### config.mk
export PLATFORM = sky130hd
export DESIGN_NAME = bridge_control_forwarding_bits
export DESIGN_NICKNAME = d
export VERILOG_FILES = /design/src/core/bridge_ctl_pkg.sv /design/src/core/bridge_control_forwarding_bits.sv
export SDC_FILE = /design/constraint.sdc
export NUM_CORES = 1
export LEC_CHECK = 0
export BUFFER_PORTS_ARGS = -buffer_cell sky130_fd_sc_hd__buf_2
export CAP_MARGIN = 30
export CORE_ASPECT_RATIO = 0.7
export CORE_MARGIN = 10
export CORE_UTILIZATION = 40
export CTS_CLUSTER_DIAMETER = 80
export DETAILED_ROUTE_END_ITERATION = 8
export GPL_TIMING_DRIVEN = 0
export PLACE_DENSITY = 0.8
export SLEW_MARGIN = 20
export SYNTH_ARGS = -nofsm -noshare
export SYNTH_HDL_FRONTEND = slang
export SYNTH_SLANG_ARGS = --single-unit
### constraint.sdc
create_clock -name clock_i -period 3.2 [get_ports clock_i]
set_input_delay 0.16 -clock clock_i [delete_from_list [all_inputs] [get_ports clock_i]]
set_output_delay 0.16 -clock clock_i [all_outputs]
set_load 0.005 [all_outputs]
### src/core/bridge_ctl_pkg.sv
/*
 * Package for the bridge control slice: the configuration dword offset, the
 * control bit positions, reset values, legacy address ranges and the carrier structs.
 * Assumes one PCI clock domain and dword-aligned configuration offsets.
 */
package bridge_ctl_pkg;

    // Configuration dword that holds the interrupt fields and the bridge control bits
    localparam logic [7:0]  INTR_CTRL_OFFSET    = 8'h3c;

    // Interrupt pin field: no interrupt pin
    localparam int          INTR_PIN_LSB        = 8;
    localparam logic [7:0]  INTR_PIN_VALUE      = 8'h00;

    // Bridge control bit positions within the dword
    localparam int          PARITY_RESP_BIT     = 16;
    localparam int          SERR_FWD_BIT        = 17;
    localparam int          ISA_BIT             = 18;
    localparam int          VGA_BIT             = 19;
    localparam int          RSVD_BIT            = 20;
    localparam int          MA_MODE_BIT         = 21;
    localparam int          CTRL_BYTE_LANE      = 2;

    // Reset values of the control bits
    localparam logic        PARITY_RESP_RESET   = 1'b0;
    localparam logic        SERR_FWD_RESET      = 1'b0;
    localparam logic        ISA_RESET           = 1'b0;
    localparam logic        VGA_RESET           = 1'b0;
    localparam logic        RSVD_VALUE          = 1'b0;
    localparam logic        MA_MODE_RESET       = 1'b0;

    // ISA aliasing: first 64KB of I/O space, top 768 bytes of each 1KB block
    localparam logic [15:0] ISA_SPACE_TOP       = 16'hffff;
    localparam logic [1:0]  ISA_LOW_QUARTER     = 2'h0;

    // Legacy VGA ranges; I/O uses ten address bits so aliases match too
    localparam logic [31:0] VGA_MEM_LO          = 32'h000a_0000;
    localparam logic [31:0] VGA_MEM_HI          = 32'h000b_ffff;
    localparam logic [9:0]  VGA_IO_A_LO         = 10'h3b0;
    localparam logic [9:0]  VGA_IO_A_HI         = 10'h3bb;
    localparam logic [9:0]  VGA_IO_B_LO         = 10'h3c0;
    localparam logic [9:0]  VGA_IO_B_HI         = 10'h3df;

    // Data returned for a hidden master-aborted read
    localparam logic [31:0] MA_READ_DATA        = 32'hffff_ffff;

    // Configuration access from the primary target logic
    typedef struct packed {
        logic        read;
        logic        write;
        logic [7:0]  offset;
        logic [3:0]  byte_en;
        logic [31:0] wdata;
    } cfg_req_t;

    // Address decode request: one address per cycle
    typedef struct packed {
        logic        valid;
        logic        is_io;
        logic        from_secondary;
        logic [31:0] addr;
        logic [31:0] io_base;
        logic [31:0] io_limit;
    } decode_req_t;

    // Master abort seen on the secondary interface
    typedef struct packed {
        logic        valid;
        logic        is_read;
        logic        target_abort_ok;
    } abort_evt_t;

    // Decode answer
    typedef struct packed {
        logic        valid;
        logic        forward_down;
        logic        forward_up;
        logic        vga_claim;
    } decode_rsp_t;

    // Master abort answer
    typedef struct packed {
        logic        complete_quiet;
        logic        target_abort;
        logic [31:0] rdata;
    } abort_rsp_t;

endpackage

### src/core/bridge_control_forwarding_bits.sv
/*
 * Interrupt pin field and bridge control bits 16..21 of a PCI-to-PCI bridge,
 * with the address, parity, system-error and master-abort logic they steer.
 * Assumes configuration, decode and abort requests come from logic on clock_i;
 * the secondary system-error pin is asynchronous and is synchronised here.
 */
`timescale 1ns/1ps

// Functional notes
// - Interrupt pin field is read-only, shows no interrupt pin provided.
// - Parity response bit 0 (reset): secondary address/data parity errors ignored.
// - Parity response bit 1: secondary parity errors detected and reported.
// - Secondary system error reaches primary only while forwarding bit set; resets 0.
// - ISA bit 0 (reset): forward every I/O address inside base-limit window.
// - ISA bit 1: block window addresses below 64KB in top 768 bytes per 1KB.
// - ISA bit 1: forward secondary I/O upstream when in top 768 bytes per 1KB.
// - VGA bit 0 (reset): legacy VGA memory not passed downstream; VGA I/O passed only inside the base-limit window.
// - VGA bit 1: forward VGA memory and I/O downstream, overriding other settings.
// - Bit 20 reads zero, ignores writes, resets to zero.
// - Master-abort mode 0 (reset): hide aborts, reads return all ones, writes dropped.
// - Master-abort mode 1: signal target abort if possible, else system error if enabled.
module bridge_control_forwarding_bits (
    input  wire logic                         clock_i,
    input  wire logic                         rst_n_i,
    input  wire bridge_ctl_pkg::cfg_req_t     cfg_req_i,
    output logic [31:0]                       cfg_rdata_o,
    output logic                              cfg_rvalid_o,
    input  wire bridge_ctl_pkg::decode_req_t  decode_req_i,
    output bridge_ctl_pkg::decode_rsp_t       decode_rsp_o,
    input  wire logic                         sec_parity_error_i,
    output logic                              sec_parity_report_o,
    input  wire logic                         secondary_system_error_n_i,
    input  wire logic                         serr_enable_i,
    output logic                              primary_system_error_n_o,
    output logic                              primary_system_error_oe_o,
    input  wire bridge_ctl_pkg::abort_evt_t   abort_evt_i,
    output bridge_ctl_pkg::abort_rsp_t        abort_rsp_o,
    output logic                              parity_resp_o,
    output logic                              isa_mode_o,
    output logic                              vga_mode_o,
    output logic                              ma_mode_o
);

    typedef struct packed {
        logic                        serr_sync1;
        logic                        serr_sync2;
        logic                        parity_resp;
        logic                        serr_fwd;
        logic                        isa;
        logic                        vga;
        logic                        ma_mode;
        logic [31:0]                 rdata;
        logic                        rvalid;
        bridge_ctl_pkg::decode_rsp_t dec;
        logic                        parity_report;
        logic                        serr_drive;
        logic                        serr_n;
        bridge_ctl_pkg::abort_rsp_t  abort;
    } state_t;

    state_t state;
    state_t next_state;

    // Top 768 bytes of a 1KB block: offset bits 9:8 not in the low quarter
    function automatic logic isa_alias(input logic [31:0] addr);
        return addr[9:8] != bridge_ctl_pkg::ISA_LOW_QUARTER;
    endfunction

    // Legacy VGA decode; I/O compares ten bits only so every alias matches
    function automatic logic vga_match(input logic is_io, input logic [31:0] addr);
        logic io_hit;
        logic mem_hit;
        io_hit  = (addr[9:0] >= bridge_ctl_pkg::VGA_IO_A_LO && addr[9:0] <= bridge_ctl_pkg::VGA_IO_A_HI) ||
                  (addr[9:0] >= bridge_ctl_pkg::VGA_IO_B_LO && addr[9:0] <= bridge_ctl_pkg::VGA_IO_B_HI);
        mem_hit = addr >= bridge_ctl_pkg::VGA_MEM_LO && addr <= bridge_ctl_pkg::VGA_MEM_HI;
        return is_io ? io_hit : mem_hit;
    endfunction

    // Read image of the shared dword; interrupt line lives elsewhere and reads zero here
    function automatic logic [31:0] dword_image(input state_t s);
        logic [31:0] img;
        img = 32'h0000_0000;
        img[bridge_ctl_pkg::INTR_PIN_LSB +: 8] = bridge_ctl_pkg::INTR_PIN_VALUE;
        img[bridge_ctl_pkg::PARITY_RESP_BIT]   = s.parity_resp;
        img[bridge_ctl_pkg::SERR_FWD_BIT]      = s.serr_fwd;
        img[bridge_ctl_pkg::ISA_BIT]           = s.isa;
        img[bridge_ctl_pkg::VGA_BIT]           = s.vga;
        img[bridge_ctl_pkg::RSVD_BIT]          = bridge_ctl_pkg::RSVD_VALUE;
        img[bridge_ctl_pkg::MA_MODE_BIT]       = s.ma_mode;
        return img;
    endfunction

    logic        in_window;
    logic        below_64k;
    logic        vga_hit;
    logic        ma_serr;
    logic        cfg_hit;

    // Next-state logic for the whole slice
    always_comb begin
        next_state = state;

        // Pin crosses two flops before anything reads it
        next_state.serr_sync1 = secondary_system_error_n_i;
        next_state.serr_sync2 = state.serr_sync1;

        // Configuration write; only byte lane 2 carries writable bits
        cfg_hit = cfg_req_i.offset == bridge_ctl_pkg::INTR_CTRL_OFFSET;
        if (cfg_req_i.write && cfg_hit && cfg_req_i.byte_en[bridge_ctl_pkg::CTRL_BYTE_LANE]) begin
            next_state.parity_resp = cfg_req_i.wdata[bridge_ctl_pkg::PARITY_RESP_BIT];
            next_state.serr_fwd    = cfg_req_i.wdata[bridge_ctl_pkg::SERR_FWD_BIT];
            next_state.isa         = cfg_req_i.wdata[bridge_ctl_pkg::ISA_BIT];
            next_state.vga         = cfg_req_i.wdata[bridge_ctl_pkg::VGA_BIT];
            next_state.ma_mode     = cfg_req_i.wdata[bridge_ctl_pkg::MA_MODE_BIT];
        end

        // Read answers one cycle later; other offsets read zero from this slice
        next_state.rvalid = cfg_req_i.read;
        next_state.rdata  = (cfg_req_i.read && cfg_hit) ? dword_image(state) : 32'h0000_0000;

        // Address decode, answered one cycle after the request
        in_window = decode_req_i.addr >= decode_req_i.io_base && decode_req_i.addr <= decode_req_i.io_limit;
        below_64k = decode_req_i.addr[31:16] == 16'h0000 && decode_req_i.addr[15:0] <= bridge_ctl_pkg::ISA_SPACE_TOP;
        vga_hit   = vga_match(decode_req_i.is_io, decode_req_i.addr);
        next_state.dec.valid        = decode_req_i.valid;
        next_state.dec.forward_down = 1'b0;
        next_state.dec.forward_up   = 1'b0;
        next_state.dec.vga_claim    = 1'b0;
        if (decode_req_i.valid && !decode_req_i.from_secondary) begin
            if (state.vga && vga_hit) begin
                // VGA wins over window and enable settings
                next_state.dec.forward_down = 1'b1;
                next_state.dec.vga_claim    = 1'b1;
            end else if (decode_req_i.is_io && in_window) begin
                // ISA aliases in the first 64KB stay on the primary side
                next_state.dec.forward_down = !(state.isa && below_64k && isa_alias(decode_req_i.addr));
            end
            // VGA addresses otherwise get no vga_claim here; VGA I/O inside the window forwards down unless the ISA bit blocks it below 64KB
        end
        if (decode_req_i.valid && decode_req_i.from_secondary && decode_req_i.is_io) begin
            next_state.dec.forward_up = state.isa && isa_alias(decode_req_i.addr);
        end

        // Secondary parity errors reported only when response is enabled
        next_state.parity_report = sec_parity_error_i && state.parity_resp;

        // Master abort handling; mode 0 completes quietly
        next_state.abort.complete_quiet = 1'b0;
        next_state.abort.target_abort   = 1'b0;
        next_state.abort.rdata          = 32'h0000_0000;
        ma_serr = 1'b0;
        if (abort_evt_i.valid) begin
            if (!state.ma_mode) begin
                next_state.abort.complete_quiet = 1'b1;
                next_state.abort.rdata = abort_evt_i.is_read ? bridge_ctl_pkg::MA_READ_DATA : 32'h0000_0000;
            end else if (abort_evt_i.target_abort_ok) begin
                next_state.abort.target_abort = 1'b1;
            end else begin
                ma_serr = serr_enable_i;
            end
        end

        // Primary system error: forwarded secondary level, or a one-cycle abort report
        next_state.serr_drive = (state.serr_fwd && !state.serr_sync2) || ma_serr;
        // Pin level kept in its own flop so the output has no gate after the register
        next_state.serr_n     = !next_state.serr_drive;
    end

    // State register; every field resets to a constant
    always_ff @(posedge clock_i or negedge rst_n_i) begin
        if (!rst_n_i) begin
            state             <= '0;
            state.serr_sync1  <= 1'b1;
            state.serr_sync2  <= 1'b1;
            state.serr_n      <= 1'b1;
            state.parity_resp <= bridge_ctl_pkg::PARITY_RESP_RESET;
            state.serr_fwd    <= bridge_ctl_pkg::SERR_FWD_RESET;
            state.isa         <= bridge_ctl_pkg::ISA_RESET;
            state.vga         <= bridge_ctl_pkg::VGA_RESET;
            state.ma_mode     <= bridge_ctl_pkg::MA_MODE_RESET;
        end else begin
            state <= next_state;
        end
    end

    // Outputs straight from the state flops; the pin is open drain, driven low only
    assign cfg_rdata_o               = state.rdata;
    assign cfg_rvalid_o              = state.rvalid;
    assign decode_rsp_o              = state.dec;
    assign sec_parity_report_o       = state.parity_report;
    assign primary_system_error_n_o  = state.serr_n;
    assign primary_system_error_oe_o = state.serr_drive;
    assign abort_rsp_o               = state.abort;
    assign parity_resp_o             = state.parity_resp;
    assign isa_mode_o                = state.isa;
    assign vga_mode_o                = state.vga;
    assign ma_mode_o                 = state.ma_mode;

endmodule

==> results of run 1 <==
==> routing by layer <==
metal / wire length (microns) / GRT usage [%]
met5: 0 / 0
met4: 204 / 4.302
met3: 848 / 3.335
met2: 4964 / 29.49
met1: 3604 / 16.56
==> sequential cells by signal, summed over array words and instances (netlist names), 2 cells and up <==
| name | count |
|---|---|
| decode_rsp_o | 4 |
| state | 2 |
| abort_rsp_o | 3 |
| cfg_rdata_o | 5 |
==> kinds of logic after synthesis <==
group,after synthesis
buffers and inverters,138
AND/OR/NAND/NOR,77
adder cells (fa/ha/maj),64
other,1
flip-flops,23
multiplexers,5
AO/OA/AOI/OAI,57
==> worst max-delay path, cell delays in order <==
cell	delay, ps
buf_2	120
ha_1	310
nand4_1	210
nor4_1	550
nand3_1	140
o21ai_0	130
o211ai_1	140
o32ai_2	140
==> through the flow <==
stage	cell area, sq um	setup slack [ps]	total power [mW]
6_report	4178	1459	0.8596
4_1_cts	4178	1446	0.8674
2_1_floorplan	3124	1599	0.5241
5_1_grt	4178	1369	0.9373
3_3_place_gp	4113	1154	0.6705
3_5_place_dp	4113	1177	0.6914
==> final cells by class <==
cell class / instances / area (sq um) / share of cell area [%]
flip-flops and latches: 23 / 579.3 / 13.87
repair buffers: 175 / 885.9 / 21.20
clock buffers: 4 / 45.04 / 1.078
multi-input cells: 230 / 1763 / 42.20
plain buffers: 71 / 530.5 / 12.70
well taps: 98 / 122.6 / 2.935
inverters: 67 / 251.5 / 6.020
==> synth_stat cells <==
library cell and count:
or4_4 1, o311ai_0 1, nor4_1 4, buf_2 1
a21oi_1 18, a211oi_1 2, and4_1 1, a311oi_1 1
nand4b_1 1, nand3_1 6, o21ai_0 11, nor2b_1 4
and2_1 2, nand2_1 21, dfstp_2 3, a221o_1 1
and3_1 7, nand2b_1 1, o32ai_2 1, or3_1 1
o211ai_1 1, a211o_1 1, nor2_2 1, o21a_1 3
buf_4 70, conb_1 1, a221oi_1 1, o211a_1 1
nand4_1 14, a21o_1 11, nor3_1 4, nor2_1 7
dfrtp_1 20, ha_1 64, inv_1 67, mux2_2 5
a31oi_1 3, a41oi_2 1, nor4_4 1, or4_1 1
==> worst paths after layout <==
| path | start | to | slack (ps) |
|---|---|---|---|
| min in group asynchronous | rst_n_i | cfg_rdata_o[17]$_DFF_PN0_ | 400 |
| min reg2reg | next_state[79]$_DFF_PN1_ | state[79]$_DFF_PN1_ | 360 |
| min | decode_req_i[98] | decode_rsp_o[3]$_DFF_PN0_ | 60 |
| max in group asynchronous | rst_n_i | state[79]$_DFF_PN1_ | 2440 |
| max reg2reg | isa_mode_o$_DFFE_PN0P_ | decode_rsp_o[2]$_DFF_PN0_ | 1930 |
| max | decode_req_i[94] | decode_rsp_o[2]$_DFF_PN0_ | 1460 |
==> repair_timing <==
action,CTS,global route
hold buffers,2,0
hold endpoints to repair,21,0
gates resized for setup,0,0
==> report_power, final <==
group	leakage, nW	switching (mW)	internal [mW]
logic	2.39	0.175	0.206
clock network	0.0228	0.0821	0.0886
registers	0.295	0.00818	0.300
==> results.json, run 1 <==
{
  "clkTransAtPathRegs_ps": 70,
  "synth.largest_area_cell": "ha_1",
  "p_leak_nw": 2.704,
  "grt_setup_unrepaired": "false",
  "clock_skew_ps": 1.151,
  "seq_area_frac_synth_pct": 19.14,
  "worst_hold_path.num_cells": 1,
  "cts_tree": "built",
  "coreArea_sq_um": 7320,
  "std_cell_rows": 26,
  "holdWs_ps": 56.86,
  "synth_fa_ha_area_share_pct": 26.46,
  "synth_top_area_share_pct": 26.46,
  "gp_congestion": 0.9019,
  "ir_worst_vdd_mv": 0.1539,
  "grt_pass1_wl_microns": 14850,
  "fillers": 692,
  "finalHoldViolations": 0,
  "cp.required_ps": 3370,
  "syn_area_per_cell_sq_um": 8.292,
  "drc": 0,
  "hold_class": "input port to flip-flop",
  "maxSlewHeadroom_pct": 41.39,
  "ios": 231,
  "power_density_nw_per_um2": 205.8,
  "initial_utilization_pct": 41.35,
  "worst_pin_slew_ps": 879.2,
  "tns_ps": 0,
  "min_period_over_period_pct": 54.40,
  "mostFrequentLayoutCells": "buf_2 (174), buf_4 (70), inv_1 (67)",
  "finalNetCount": 788,
  "crit_type": "input port to flip-flop",
  "dieArea_sq_um": 11500,
  "area.growth.synth_to_final_pct": 38.03,
  "synthSimpleGateAreaFrac_pct": 14.06,
  "grtUsageTotal_pct": 15.44,
  "final_common_cell": "buf_2",
  "clk_path_buf_depth": 2,
  "startpoint_type": "input port",
  "worst_setup_path_end_kind": "flip-flop",
  "cts_setup_buffers": 0,
  "postRouteAntennaNets": 0,
  "num_vias": 3007,
  "cap_violations": 0,
  "routed_wirelength_microns": 9622,
  "drt-vias-per-instance": 4.501,
  "final_util_pct": 57.08,
  "n_antenna_cell": 0,
  "yosysWarnings": 0,
  "min_period_ps": 1741,
  "synthXorXnorAreaFrac_pct": 0,
  "drive_above_1_share_pct": 45.61,
  "worst_skew_pair.late_latency_ps": 250,
  "dpl.hpwl_microns": 8896,
  "grt_pass1_vias": 3227,
  "setup_viol": 0,
  "final-instance-count-excl-fill": 668,
  "synthMuxAreaShare_pct": 1.860,
  "synth_area_leaders": "ha_1 (26%), buf_4 (17%), dfrtp_1 (17%)",
  "placed_cells": 662,
  "synth_top_family_by_area": "adder cells",
  "reg2regPathDepth": 5,
  "htree_levels": 1,
  "synth-seq-cells": 23,
  "synth_cell_type_count": 40,
  "synth_compound_area_share_pct": 12.53,
  "grt_antenna_before_repair": 0,
  "grt_max_degree": 33,
  "die_y_microns": 92.78,
  "dr.pass1.iters": 4,
  "syn_area_sq_um": 3027,
  "fmax_mhz": 574.4,
  "wl_per_cell_microns": 14.40,
  "slew_viol_final": 0,
  "first_iter_violations": 155,
  "io_buffers": 173,
  "overflow": 0,
  "cp_max_fo": 3,
  "cts_root_buffer": "clkbuf_8",
  "syn_inst": 365,
  "cp.arrival_ps": 1910,
  "die_w_microns": 124.0,
  "outcome": "finished, final reports clean",
  "cts_sinks": 23,
  "cts_made_buffers": 3
}
No activity file was read; power rests on OpenSTA's default activity.
==> inputs of run 2 (changes only) <==
--- a/config.mk
+++ b/config.mk
@@ -9,11 +9,11 @@
 export CAP_MARGIN = 30
 export CORE_ASPECT_RATIO = 0.7
 export CORE_MARGIN = 10
-export CORE_UTILIZATION = 40
+export CORE_UTILIZATION = 37
 export CTS_CLUSTER_DIAMETER = 80
 export DETAILED_ROUTE_END_ITERATION = 8
 export GPL_TIMING_DRIVEN = 0
-export PLACE_DENSITY = 0.8
+export PLACE_DENSITY = 0.78
 export SLEW_MARGIN = 20
 export SYNTH_ARGS = -nofsm -noshare
 export SYNTH_HDL_FRONTEND = slang
==> constraint.sdc (replaced) <==
create_clock -name clock_i -period 1.6 [get_ports clock_i]
set_input_delay 0.08 -clock clock_i [delete_from_list [all_inputs] [get_ports clock_i]]
set_output_delay 0.08 -clock clock_i [all_outputs]
set_load 0.005 [all_outputs]
==> results.json, run 2 (synthesis results as in run 1) <==
{
  "placed_area_sq_um": 4116,
  "min_from": "abort_evt_i[1]",
  "ir_worst_vdd_mv": 0.6465,
  "clk_path_buf_depth": 2,
  "cts_made_buffers": 3,
  "num_vias": 3019,
  "io_buffers": 173,
  "crit_chain": "buf_2, ha_1, nand4_1, a211o_1, a311oi_1, o21ai_1, o211ai_1, o32ai_2",
  "placed_cells": 665,
  "initial_utilization_pct": 38.29,
  "min_period_ps": 1506,
  "clkTransAtPathRegs_ps": 60,
  "grt_max_degree": 33,
  "crit_type": "input port to flip-flop",
  "p_leak_nw": 2.756,
  "final-instance-count-excl-fill": 674,
  "die_y_microns": 95.67,
  "cp.required_ps": 1710,
  "crit_start": "decode_req_i[87]",
  "design_area_sq_um": 4324,
  "grtUsageMet3_pct": 4.823,
  "final_util_pct": 54.70,
  "cp_slowest_cell": "ha_1",
  "finalNetCount": 790,
  "wl_per_cell_microns": 14.70,
  "r2r-start": "isa_mode_o$_DFFE_PN0P_",
  "cts_tree": "built",
  "min_period_over_period_pct": 94.13,
  "worst_skew_pair.late_latency_ps": 250,
  "cp.arrival_ps": 1620,
  "setup_slack_ps": 93.90,
  "postRouteAntennaNets": 0,
  "finalHoldViolations": 0,
  "cp_num_buf_inv": 1,
  "critical_path_depth": 8,
  "worst_setup_path_end_kind": "flip-flop",
  "cp_top_family": "compound AO/OA/AOI/OAI gates",
  "die_w_microns": 128.1,
  "cap_violations": 0,
  "grt_pass1_wl_microns": 15110,
  "drive_above_1_share_pct": 47.03,
  "cts_sinks": 23,
  "holdWs_ps": 35.92,
  "cts_root_buffer": "clkbuf_16",
  "coreArea_sq_um": 7905,
  "busiest_layer": "met2",
  "slowest_delay_ps": 320,
  "fmax_mhz": 664.0,
  "hold_class": "input port to flip-flop",
  "mostFrequentLayoutCells": "buf_2 (174), buf_4 (70), inv_1 (67)",
  "first_iter_violations": 100,
  "drt-vias-per-instance": 4.479,
  "routed_wirelength_microns": 9905,
  "startpoint_type": "input port",
  "tns_ps": 0,
  "overflow": 0,
  "power_density_nw_per_um2": 446.2,
  "worst_hold_path.num_cells": 2,
  "pre_cts_ws_ps": -354.4,
  "largest_reg_flops": 5,
  "slew_viol_final": 0,
  "dr.pass1.iters": 4,
  "htree_levels": 1,
  "grt_antenna_before_repair": 0,
  "cp_max_fo": 3,
  "gp_congestion": 0.8409,
  "global_route.usage.met1_pct": 16.37,
  "grtUsageMet2_pct": 27.33,
  "reg2regPathDepth": 5,
  "dpl.hpwl_microns": 8965,
  "ios": 231,
  "power.total_mw": 1.929,
  "grt_pass1_vias": 3173,
  "setup_viol": 0,
  "outcome": "finished, final reports clean",
  "dieArea_sq_um": 12260,
  "std_cell_rows": 27,
  "drc": 0,
  "grt_setup_unrepaired": "false",
  "clock_skew_ps": 1.189,
  "area.growth.synth_to_final_pct": 42.87,
  "final_common_cell": "buf_2",
  "grtUsageTotal_pct": 14.79
}
## run 2: worst paths after layout
kind,slack (ps),end
min in group asynchronous,320,cfg_rdata_o[16]$_DFF_PN0_
setup reg to reg,300,decode_rsp_o[2]$_DFF_PN0_
max in group asynchronous,930,abort_rsp_o[30]$_DFF_PN0_
hold reg to reg,360,state[79]$_DFF_PN1_
hold / removal,40,abort_rsp_o[30]$_DFF_PN0_
setup / recovery,90,decode_rsp_o[2]$_DFF_PN0_
## run 2: metal layers
| metal | vias to the layer above | part of all wire [%] |
|---|---|---|
| li1 | 1566 | - |
| met1 | 1327 | 39 |
| met2 | 116 | 50 |
| met3 | 10 | 9.1 |
| met4 | 0 | 1.1 |
| met5 | - | 0 |
## run 2: repair_timing
action / CTS / global route
gates resized for setup: 3 / 10
endpoints found under the setup margin: 33 / 1
endpoints found under the hold margin: 23 / 0
buffers inserted: 0 / 0
hold buffers: 4 / 0
pin swaps: 0 / 7
## run 2: area by class of cell
cell class | count | area [sq um]
inverter | 67 | 251.5
tap | 101 | 126.4
multi-input combinational | 230 | 1848
antenna | 1 | 2.502
buffer | 71 | 530.5
sequential | 23 | 580.6
fill | 746 | 3581
timing repair buffer | 177 | 905.9
clock buffer | 4 | 78.83
## run 2: worst reg2reg max path, stage by stage, from the launching register on
cell and delay, ps:
dfrtp_1 400, o21ai_0 150, nor4_1 90, a211oi_1 290, o211ai_1 140, o32ai_2 130
## run 2: report_power, final
group | leakage, nW | internal (mW) | switching [mW]
registers | 0.294 | 0.601 | 0.0166
logic | 2.42 | 0.422 | 0.372
clock network | 0.0382 | 0.339 | 0.180
